File: src/sac_pkg.sv
// package of constants and types for the sar converter control block
package sac_pkg;
    localparam int SAC_RES_BITS = 12;             // magnitude bits
    localparam int SAC_DATA_BITS = 13;            // sign plus magnitude
    localparam int SAC_BYTE_BITS = 8;             // byte variant bus width
    localparam int SAC_SIGN_POS = 12;             // sign position in result word
    localparam int SAC_ST_SARS_POS = 6;           // status: conversion in progress
    localparam int SAC_ST_BYST_POS = 2;           // status: next byte is low byte
    localparam int SAC_ST_EOC_POS = 1;            // status: result latched
    localparam int SAC_ST_INT_POS = 0;            // status: result ready to read
    localparam int SAC_CLK_MHZ = 100;             // system clock rate
    localparam int SAC_BIT_TIME_NS = 1000;        // one bit-test period
    localparam int SAC_BIT_CYC = SAC_BIT_TIME_NS * SAC_CLK_MHZ / 1000; // cycles per step
    localparam logic [11:0] SAC_DAC_ZERO = 12'h000;  // dac start value
    localparam logic [12:0] SAC_LATCH_RST = 13'h0000; // output latch reset value
    localparam logic [7:0] SAC_CNT_W8 = 8'h00;    // unused width marker
    // sequencer states
    typedef enum logic [2:0] {
        SAC_IDLE,
        SAC_SIGN,
        SAC_SEARCH,
        SAC_DONE,
        SAC_UPDATE
    } sac_state_t;
endpackage : sac_pkg

File: src/sac_control.sv
// sequencer and host port of the 12-bit plus sign sar converter
//
// Notes on behaviour
// - write fall with select low starts conversion
// - start clears sign, dac input zero
// - sign high when comparator sees negative
// - negative sign swaps input polarity during the search
// - twelve bits tested msb first
// - keep bit if input above trial
// - final test sets complete flag only
// - update latches result, resets, then eoc
// - latch loaded before interrupt asserted
// - parallel read drives 13 bits, else hi-z
// - byte mode: sign-extended high byte first
// - byte select toggles per byte-mode data read, resets
// - status bit 2 shows byte select
// - status bit 6 shows conversion busy
// - status bit 1 shows result latched
// - status bit 0 ready, cleared on access
// - interrupt low at end, cleared on read
// - interrupt cleared by starting write
// - ready output inserts read wait state
// - status write resets sequencer and status, not the latch
// - tied strobes: no interrupt, ready pulses
// - long write: latch updates, no interrupt
// - read held low: outputs stay enabled
`timescale 1ns/10ps
module sac_control
    import sac_pkg::*;
(
    // clock and reset
    input wire logic clock,
    input wire logic reset,
    // host strobes, all active low
    input wire logic chip_select_n,
    input wire logic write_n,
    input wire logic read_n,
    input wire logic status_select_n,
    // variant select: high for byte-wide bus
    input wire logic byte_mode,
    // analog front end
    input wire logic comparator_high,
    output logic [sac_pkg::SAC_RES_BITS-1:0] dac_code,
    output logic swap_inputs,
    // data bus, two signals per pin: value and enable
    output logic [sac_pkg::SAC_DATA_BITS-1:0] data_out,
    output logic [sac_pkg::SAC_DATA_BITS-1:0] data_oe,
    // host handshake outputs
    output logic conversion_done_irq_out_n,
    output logic ready_out,
    output logic end_of_conversion
);
    import sac_pkg::*;

    // synchronised strobes
    logic cs_n_s, wr_n_s, rd_n_s, st_n_s;
    logic wr_fall, rd_fall;

    sac_edge_sync u_cs (.clock(clock), .reset(reset), .pin_n(chip_select_n), .level_n(cs_n_s), .fall());
    sac_edge_sync u_wr (.clock(clock), .reset(reset), .pin_n(write_n), .level_n(wr_n_s), .fall(wr_fall));
    sac_edge_sync u_rd (.clock(clock), .reset(reset), .pin_n(read_n), .level_n(rd_n_s), .fall(rd_fall));
    sac_edge_sync u_st (.clock(clock), .reset(reset), .pin_n(status_select_n), .level_n(st_n_s), .fall());

    // decoded host events
    logic start_ev;   // conversion start
    logic sreset_ev;  // status write reset
    logic dread_ev;   // data read leading edge
    logic sread_ev;   // status read leading edge
    logic rd_active;  // read window open

    // status write takes precedence over a start
    assign sreset_ev = wr_fall & ~cs_n_s & ~st_n_s;
    assign start_ev = wr_fall & ~cs_n_s & st_n_s;
    assign dread_ev = rd_fall & ~cs_n_s & st_n_s;
    assign sread_ev = rd_fall & ~cs_n_s & ~st_n_s;
    assign rd_active = ~cs_n_s & ~rd_n_s;

    // sequencer state
    sac_state_t state_ff, nxt_state;
    logic [15:0] tick_ff, nxt_tick;          // step timer
    logic [3:0] bit_ff, nxt_bit;             // current trial bit
    logic [11:0] sar_ff, nxt_sar;            // approximation_register
    logic sign_ff, nxt_sign;                 // sign decision
    logic conversion_complete_ff, nxt_cc;    // internal complete flag
    logic [12:0] latch_ff, nxt_latch;        // output latch
    logic eoc_ff, nxt_eoc;                   // result latched
    logic irq_ff, nxt_irq;                   // interrupt pending, active high
    logic byst_ff, nxt_byst;                 // next read is low byte
    logic wr_held_ff, nxt_wr_held;           // start strobe still low
    logic step;

    assign step = (tick_ff == 16'(SAC_BIT_CYC - 1));

    // two's complement assembly of sign and magnitude
    function automatic logic [12:0] sac_twos(input logic s, input logic [11:0] m);
        logic [12:0] w;
        w = {1'b0, m};
        sac_twos = s ? 13'(~w + 13'h0001) : w;
    endfunction : sac_twos

    // next-state for sequencer and status
    always_comb begin
        nxt_state = state_ff;
        nxt_tick = step ? 16'h0000 : 16'(tick_ff + 16'h0001);
        nxt_bit = bit_ff;
        nxt_sar = sar_ff;
        nxt_sign = sign_ff;
        nxt_cc = conversion_complete_ff;
        nxt_latch = latch_ff;
        nxt_eoc = eoc_ff;
        nxt_irq = irq_ff;
        nxt_byst = byst_ff;
        nxt_wr_held = wr_held_ff & ~wr_n_s;
        // reads clear the ready flag and interrupt
        if (dread_ev | sread_ev) begin
            nxt_irq = 1'b0;
        end
        // each byte-mode data read flips the byte pointer
        if (dread_ev & byte_mode) begin
            nxt_byst = ~byst_ff;
        end
        case (state_ff)
            SAC_IDLE: begin
                nxt_tick = 16'h0000;
            end
            SAC_SIGN: begin
                // sign test with dac at zero
                if (step) begin
                    nxt_sign = ~comparator_high;
                    nxt_bit = 4'(SAC_RES_BITS - 1);
                    nxt_sar = 12'h800;
                    nxt_state = SAC_SEARCH;
                end
            end
            SAC_SEARCH: begin
                // keep or drop trial bit, try next lower
                if (step) begin
                    nxt_sar[bit_ff] = comparator_high;
                    if (bit_ff == 4'h0) begin
                        nxt_cc = 1'b1;
                        nxt_state = SAC_DONE;
                    end else begin
                        nxt_bit = 4'(bit_ff - 4'h1);
                        nxt_sar[bit_ff - 4'h1] = 1'b1;
                    end
                end
            end
            SAC_DONE: begin
                // moves to update unconditionally; latch, eoc and interrupt untouched
                nxt_state = SAC_UPDATE;
            end
            SAC_UPDATE: begin
                // latch first, then reset internals, then notify
                nxt_latch = sac_twos(sign_ff, sar_ff);
                nxt_cc = 1'b0;
                nxt_sar = SAC_DAC_ZERO;
                nxt_sign = 1'b0;
                nxt_eoc = 1'b1;
                nxt_byst = 1'b0;
                // a still-held start strobe or an open read window suppresses the interrupt
                nxt_irq = ~wr_held_ff & ~rd_active;
                nxt_state = SAC_IDLE;
            end
            default: begin
                nxt_state = SAC_IDLE;
            end
        endcase
        // a start restarts from any state
        if (start_ev) begin
            nxt_state = SAC_SIGN;
            nxt_tick = 16'h0000;
            nxt_sign = 1'b0;
            nxt_sar = SAC_DAC_ZERO;
            nxt_cc = 1'b0;
            nxt_eoc = 1'b0;
            nxt_irq = 1'b0;
            nxt_wr_held = 1'b1;
        end
        // status write aborts and clears every status bit
        if (sreset_ev) begin
            nxt_state = SAC_IDLE;
            nxt_sign = 1'b0;
            nxt_sar = SAC_DAC_ZERO;
            nxt_cc = 1'b0;
            nxt_eoc = 1'b0;
            nxt_irq = 1'b0;
            nxt_byst = 1'b0;
            nxt_wr_held = 1'b0;
        end
    end

    // sequencer registers
    always_ff @(posedge clock or posedge reset) begin
        if (reset) begin
            state_ff <= SAC_IDLE;
            tick_ff <= 16'h0000;
            bit_ff <= 4'h0;
            sar_ff <= SAC_DAC_ZERO;
            sign_ff <= 1'b0;
            conversion_complete_ff <= 1'b0;
            latch_ff <= SAC_LATCH_RST;
            eoc_ff <= 1'b0;
            irq_ff <= 1'b0;
            byst_ff <= 1'b0;
            wr_held_ff <= 1'b0;
        end else begin
            state_ff <= nxt_state;
            tick_ff <= nxt_tick;
            bit_ff <= nxt_bit;
            sar_ff <= nxt_sar;
            sign_ff <= nxt_sign;
            conversion_complete_ff <= nxt_cc;
            latch_ff <= nxt_latch;
            eoc_ff <= nxt_eoc;
            irq_ff <= nxt_irq;
            byst_ff <= nxt_byst;
            wr_held_ff <= nxt_wr_held;
        end
    end

    // output-side next values
    logic [12:0] nxt_dout, nxt_doe;
    logic [12:0] dout_ff, doe_ff;
    logic nxt_irq_n, irq_n_ff, nxt_ready, ready_ff, nxt_eoc_o, eoc_o_ff;
    logic [11:0] nxt_dac, dac_ff;
    logic nxt_swap, swap_ff;
    logic nxt_bsel, bsel_ff; // byte shown by the data read in progress
    logic busy;

    assign busy = (state_ff != SAC_IDLE);

    // bus drive, status word, handshake outputs
    always_comb begin
        nxt_dout = 13'h0000;
        nxt_doe = 13'h0000;
        nxt_bsel = bsel_ff;
        if (rd_active & ~st_n_s) begin
            // status read
            nxt_doe = 13'h00FF;
            nxt_dout[SAC_ST_SARS_POS] = busy;
            nxt_dout[SAC_ST_BYST_POS] = byst_ff;
            nxt_dout[SAC_ST_EOC_POS] = eoc_ff;
            // the read that clears the ready bit still shows it until it ends
            nxt_dout[SAC_ST_INT_POS] = sread_ev ? irq_ff : (irq_ff | dout_ff[SAC_ST_INT_POS]);
        end else if (rd_active & byte_mode) begin
            nxt_doe = 13'h00FF;
            // pointer flips at the leading edge, so keep the byte chosen there
            nxt_bsel = dread_ev ? byst_ff : bsel_ff;
            // high byte: sign copied into the top four lanes
            nxt_dout[7:0] = nxt_bsel ? latch_ff[7:0]
                : {{4{latch_ff[SAC_SIGN_POS]}}, latch_ff[11:8]};
        end else if (rd_active) begin
            nxt_doe = 13'h1FFF;
            nxt_dout = latch_ff;
        end
        nxt_irq_n = ~irq_ff;
        // wait state in the done and update steps, whether or not a read is open
        nxt_ready = ~(state_ff == SAC_UPDATE || state_ff == SAC_DONE);
        nxt_eoc_o = eoc_ff;
        nxt_dac = sar_ff;
        nxt_swap = sign_ff & (state_ff == SAC_SEARCH);
    end

    // output registers
    always_ff @(posedge clock or posedge reset) begin
        if (reset) begin
            dout_ff <= 13'h0000;
            doe_ff <= 13'h0000;
            irq_n_ff <= 1'b1;
            ready_ff <= 1'b1;
            eoc_o_ff <= 1'b0;
            dac_ff <= SAC_DAC_ZERO;
            swap_ff <= 1'b0;
            bsel_ff <= 1'b0;
        end else begin
            dout_ff <= nxt_dout;
            doe_ff <= nxt_doe;
            irq_n_ff <= nxt_irq_n;
            ready_ff <= nxt_ready;
            eoc_o_ff <= nxt_eoc_o;
            dac_ff <= nxt_dac;
            swap_ff <= nxt_swap;
            bsel_ff <= nxt_bsel;
        end
    end

    assign data_out = dout_ff;
    assign data_oe = doe_ff;
    assign conversion_done_irq_out_n = irq_n_ff;
    assign ready_out = ready_ff;
    assign end_of_conversion = eoc_o_ff;
    assign dac_code = dac_ff;
    assign swap_inputs = swap_ff;
endmodule : sac_control

File: src/sac_edge_sync.sv
// two-flop synchroniser with falling-edge detect for an active-low strobe
`timescale 1ns/10ps
module sac_edge_sync (
    // clock and reset
    input wire logic clock,
    input wire logic reset,
    // raw pin and results
    input wire logic pin_n,
    output logic level_n,
    output logic fall
);
    logic meta_ff; // first stage, read only by second stage
    logic sync_ff; // second stage
    logic prev_ff; // previous synced value
    logic nxt_meta, nxt_sync, nxt_prev;

    // next values
    always_comb begin
        nxt_meta = pin_n;
        nxt_sync = meta_ff;
        nxt_prev = sync_ff;
    end

    // registers; idle strobes are high
    always_ff @(posedge clock or posedge reset) begin
        if (reset) begin
            meta_ff <= 1'b1;
            sync_ff <= 1'b1;
            prev_ff <= 1'b1;
        end else begin
            meta_ff <= nxt_meta;
            sync_ff <= nxt_sync;
            prev_ff <= nxt_prev;
        end
    end

    assign level_n = sync_ff;
    assign fall = prev_ff & ~sync_ff;
endmodule : sac_edge_sync

File: config.mk
export PLATFORM = sky130hd
export DESIGN_NAME = sac_control
export DESIGN_NICKNAME = d
export VERILOG_FILES = /design/src/sac_pkg.sv /design/src/sac_control.sv /design/src/sac_edge_sync.sv
export SDC_FILE = /design/constraint.sdc
export NUM_CORES = 1
export LEC_CHECK = 0
export ABC_AREA = 1
export BUFFER_PORTS_ARGS = -buffer_cell sky130_fd_sc_hd__buf_4
export CORE_UTILIZATION = 53
export DETAILED_ROUTE_END_ITERATION = 12
export PLACE_DENSITY = 0.74
export SETUP_SLACK_MARGIN = 0.02
export SLEW_MARGIN = 25
export SYNTH_ARGS = -nofsm -noshare
export SYNTH_HDL_FRONTEND = slang
export SYNTH_SLANG_ARGS = --single-unit
File: constraint.sdc
create_clock -name clock -period 2.6 [get_ports clock]
set_clock_uncertainty 0.1 [all_clocks]
set_input_delay 0.26 -clock clock [delete_from_list [all_inputs] [get_ports clock]]
set_output_delay 0.26 -clock clock [all_outputs]
set_load 0.05 [all_outputs]
# After elaboration in Yosys (flattened, before gate mapping)
# Index checks and enable logic that the tools add are counted.
totals:
  in_bits: 8
  register_bits: 106
  ramBits: 0
  out_inout_bits: 42
  mem_count: 0
  latch_bits: 0
  mem_bits_ro: 0
op_classes:
  shift: 0
  n_eq_ne: 12
  bitwise: 30
  n_addsub: 3
  multipliers: 0
  magnitude_cmp: 4
  div_mod_pow: 0
  mux: 54
  reduce_logical: 17
op_table:
  columns: ["cell", "count"]
  rows:
  - ["$mux 13", 5]
  - ["$mux 12", 5]
  - ["$mux 16", 3]
  - ["$pmux 12 s3", 1]
  - ["$mux 3", 7]
  - ["$mux 1", 20]
  - ["$add 16x1->16 const B", 1]
  - ["$eq 16x7->1 const B", 1]
  - ["$mux 8", 2]
  - ["$and 1x1->1", 15]
  - ["$add 13x1->13 const B", 1]
  - ["$not 12->13", 1]
  - ["$bwmux 12", 1]
  - ["$mux 4", 3]
  - ["$ne 4x4->1 const B", 3]
  - ["$or 12x12->12", 1]
  - ["$pmux 3 s4", 1]
  - ["$not 1->1", 11]
  - ["$lt 4x5->1 const B", 2]
  - ["$reduce_bool 3->1", 3]
  - ["$demux 1 s4", 2]
  - ["$ge 4x1->1 const B", 2]
  - ["$pmux 4 s2", 1]
  - ["$reduce_and 4->1", 2]
  - ["19 further kinds", 26]

# Logic depth before layout (Yosys ltp)
depth:
  depth_word: 11
  mapped_depth: 11
  mapped_depth_nobuf: 11

# By module
# From an unflattened synthesis, not the netlist that was laid out.
unflattened:
  cells_unflattened: 578
  area_unflattened_um2: 4777.1
by_module_without_submodules:
  columns: ["mod", "cells_each", "area_per_inst_um2", "n_inst"]
  rows:
  - ["sac_control", 554, 4406.7, 1]
  - ["sac_edge_sync", 6, 92.6, 4]

# Worst setup path before layout
# Ideal clock, no wire load.
synth_path:
  path_kind: "register to register"
  startpoint: "register bit_ff[0]"
  endpoint: "register sar_ff[9], in the netlist nxt_dac[9]"
  arrival_ps: 1521
  path_stages_with_launch: 11
  slack_ps: 915
  setup_time_ps: 65
  n_path_buf: 0
  t_required_ps: 2435
  path_cell_list: "dfrtp_1 -> inv_1 -> ha_1 -> or2_2 -> nand2_1 -> inv_1 -> nor2_2 -> nand2_1 -> nand2_1 -> nand2_1 -> nand2_1"
synth_between:
  elab_chain_cells: 11
synth_lines:
  columns: ["item", "line", "rtl"]
  rows:
  - ["start: declaration", "sac_control.sv:81", "logic [3:0] bit_ff, nxt_bit;"]
  - ["start signal: assignment", "sac_control.sv:209", "bit_ff <= nxt_bit;"]
  - ["$sub 4x1->4, or another cell as far along", "sac_control.sv:144", "nxt_sar[bit_ff - 4'h1] = 1'b1;"]
  - ["$lt 4x5->1 (not written as such), or another cell as far along", "sac_control.sv:144", null]
  - ["$logic_and 1x1->1 (not written as such) or $mux 1 (tied branches)", "sac_control.sv:144, sac_control.sv:138", null]
  - ["$mux 1 (not written as such) or $demux 1 s4 (tied branches)", "sac_control.sv:144, sac_control.sv:138", null]
  - ["$demux 1 s4 or $bwmux 12 (tied branches)", "sac_control.sv:144, sac_control.sv:138", null]
  - ["$or 12x12->12 (no line)", null, null]
  - ["$mux 12 *", "sac_control.sv:139", "if (bit_ff == 4'h0) begin"]
  - ["$mux 12 *", "sac_control.sv:137", "if (step) begin"]
  - ["$pmux 12 s3 *", "sac_control.sv:122", "case (state_ff)"]
  - ["$mux 12 *", "sac_control.sv:169", "if (start_ev) begin"]
  - ["$mux 12 *", "sac_control.sv:180", "if (sreset_ev) begin"]
  - ["end signal: assignment", "sac_control.sv:210", "sar_ff <= nxt_sar;"]
  - ["end: declaration", "sac_control.sv:82", "logic [11:0] sar_ff, nxt_sar;"]
# Mark *: on every way between the ends. The rest lies on a longest branch, timed or not. The select of a mux whose other input is x is not followed.
# A chain may end at the register's enable or synchronous reset.

# Final worst setup path
layout_path:
  startpoint: "register bit_ff[0]"
  endpoint: "register bit_ff[1]"
layout_between:
  elab_chain_cells: 4
layout_lines:
  columns: ["item", "line", "rtl"]
  rows:
  - ["$sub 4x1->4", "sac_control.sv:143", "nxt_bit = 4'(bit_ff - 4'h1);"]
  - ["$mux 4", "sac_control.sv:139", null]
  - ["$mux 4", "sac_control.sv:137", null]
  - ["$pmux 4 s2", "sac_control.sv:122", null]
# Several ways; a longest one is shown, not always the timed one. The select of a mux whose other input is x is not followed.

==> impl_metrics.csv <==
group,metric,value,unit
yosys,yosysMostFrequentCell,"nand2_1",
worst_setup_path,path_cells,"inv_1 > ha_1 > nand2_1 > inv_2 > nor2_1 > nor2_1 > nor2_4 > nand3_1 > o21ai_0 > inv_1",
sta,fin_ws,671,ps
drt,dr.pass1.iters,4,
drt,wirelength,9670,um
drt,route.vias.total,3760,
die,start_util,0.560,
placement,hpwlAfterDp,7300,um
yosys,syn_area,4690,um2
global_route,grt_overflow_total,0,
yosys,syn_avg_cell_area,8.37,um2
worst_setup_path,cp.arrival,2080,ps
clock_network,cts_tree,"done",
clock_network,clk_pin_slew_worst_paths,90,ps
yosys,ys_ff_latch,95,
yosys,ys_async_sr_fraction,1.00,
drt,avgViaCountPerCell,5.22,
yosys,synthFlopType,"dfrtp_1",
global_route,grt_pass1_vias,3571,
sta,slew_violations,0,
worst_setup_path,reg2reg_slack,670,ps
yosys,yosys_warnings,0,
global_route,grt_max_degree,38,
clock_network,cts_resized,0,
sta,final.period_utilization,0.742,
die,die_area,9240,um2
clock_network,root_buffer,"clkbuf_8",
worst_setup_path,cpLargestDelayFamily,"simple AND/OR/NAND/NOR gates",
yosys,syn_nets,578,
sta,slew_headroom,0.479,
placement,port_buffers,49,
yosys,syn_inst,561,
die,die_h,96.1,um
clock_network,numCtsBuffers,9,
cells_and_area,finalNetCount,627,
power,peakVddDrop,0.351,mV
sta,tns,0,ps
placement,dp_slack,685,ps
sta,rsz0062_at_grt,"false",
min_path,hold_path_class,"input pin to register",
die,fp-row-count,33,
sta,max_clock_freq,0.518,GHz
drt,wire_per_inst,13.4,um
yosys,synth_edf_count,0,
clock_network,clk_latency,350,ps
run_status,status,"finished clean",
yosys,seq_area_frac_synth,0.510,
worst_setup_path,critPathBufInv,3,
yosys,synth_common_cells,"nand2_1 (148), dfrtp_1 (83), inv_1 (61)",
yosys,post-synth-top-area-cell,"dfrtp_1",
sta,report.final.hold_viol_count,0,
power,p_leak,0.00278,uW
die,die_x,96.1,um
worst_setup_path,startpoint_type,"register",
placement,place_area,5090,um2
global_route,antenna_found_initial,0,
cells_and_area,fin_util,0.635,
cells_and_area,drive_above_1_share,0.185,
clock_network,clkSinkCount,95,
sta,finalCriticalPeriod,1930,ps
clock_network,clock_path_buffers,2,
cells_and_area,diodes,0,
worst_setup_path,cpPeakStageDelay,490,ps
cells_and_area,areaGrowthSynthToFinish,13.4,%
cells_and_area,fillCellCount,712,
die,pin_count,50,
worst_setup_path,crit_fanout,8,
power,power_density,810,nW/um2
worst_setup_path,cpMaxStageDelayCell,"dfrtp_1",
clock_network,ctsHtreeMaxLevel,3,
global_route,grt_first_pass_wirelength,16500,um
yosys,ys_types,39,
worst_setup_path,critPathKind,"register to register",
flow_run,maxCapViolations,0,
worst_setup_path,cp_data_required_time,2750,ps
cells_and_area,fin_area,5320,um2
global_route,grt_usage,0.234,
drt,drc,0,
die,core_area,8380,um2
sta,setup_viol,0,
worst_setup_path,critPathCaptureType,"register",
drt,drt_iter0_markers,203,
drt,ant_nets,0,
placement,routabilityCongestion,0.885,
yosys,synth_top_area_share,0.442,
sta,worst_slew_pin_slew,779,ps
yosys,synth_area_leaders,"dfrtp_1 (44%), nand2_1 (12%), dfstp_2 (6.7%)",
[sequential cells by signal, indices dropped and copies added (netlist names), 2 cells and up]
register / cells
data_oe: 2
data_out: 13
state_ff: 3
dac_code: 12
nxt_dac: 12
latch_ff: 13
bit_ff: 4
tick_ff: 16
[cells by family (layout without fill, tap and decap cells)]
kind of cell,after synthesis,count (layout),synth area share
AND/OR/NAND/NOR,282,282,0.275
flip-flops,95,95,0.510
adder cells (fa/ha/maj),9,9,0.0240
multiplexers,1,1,0.00213
AO/OA/AOI/OAI,76,76,0.0890
XOR/XNOR,8,8,0.0149
buffers and inverters,90,144,0.0858
[metrics by stage]
step / hold WS, ps / std cells / total power (uW)
CTS: 45.6 / 720 / 4320
floorplan: 164 / 561 / 3070
detailed placement: 247 / 699 / 3410
finish: 61.6 / 720 / 4310
global placement: 246 / 699 / 3380
global route: 36.3 / 720 / 4590
[final timing paths]
path,start,cells past startpoint,endpoint
hold / removal,byte_mode,2,data_oe[11]
min in group asynchronous,reset,3,tick_ff[2]
hold reg to reg,u_cs.meta_ff,0,u_cs.level_n
max in group asynchronous,reset,4,data_out[7]
setup reg to reg,bit_ff[0],10,bit_ff[1]
setup / recovery,bit_ff[0],10,bit_ff[1]
[power breakdown]
group          internal [uW]  switching [uW]
Combinational            452            1030
Sequential              1730             189
Clock                    366             546
Total                   2550            1760
[worst reg2reg max path, cell delays in order (launching register included)]
cell	delay [ps]
dfrtp_1	490
inv_1	130
ha_1	280
nand2_1	180
inv_2	60
nor2_1	120
nor2_1	80
nor2_4	160
nand3_1	110
o21ai_0	90
inv_1	50
[repair_timing]
| action | 4_1_cts | 5_1_grt |
|---|---|---|
| hold buffers | 5 | 0 |
| buffers inserted | 0 | 0 |
| hold endpoints to repair | 28 | 0 |
[cells in the final DEF (no fill, tap or decap), types with 3 or more instances in the layout]
cell	instances
nand2_1	148
dfrtp_1	83
inv_1	60
nor2_1	54
buf_4	50
o21ai_0	44
nand3_1	43
a21oi_1	16
dfstp_2	12
inv_2	11
ha_1	9
clkbuf_8	9
nand2_4	6
nor2_4	6
xor2_1	6
nand4_1	5
dlygate4sd3_1	5
nor2_2	4
o21ai_1	4
nor3_1	4
o211a_1	3
[area by class of cell]
cell class	count	area, um2	share of cell area
clock buffers	10	128	0.0240
well taps	105	131	0.0247
clock inverters	6	53.8	0.0101
repair buffers	56	445	0.0837
inverters	72	274	0.0515
flip-flops and latches	95	2390	0.449
multi-input cells	376	1900	0.357
[layer usage]
metal  vias to the layer above  share of wire  global-route usage
li1                       1873              -                   -
met1                      1793           0.45               0.304
met2                        86           0.49               0.392
met3                         8          0.041              0.0442
met4                         0          0.015              0.0796
met5                         -              0                   0
No activity file was read; power rests on OpenSTA's default activity.
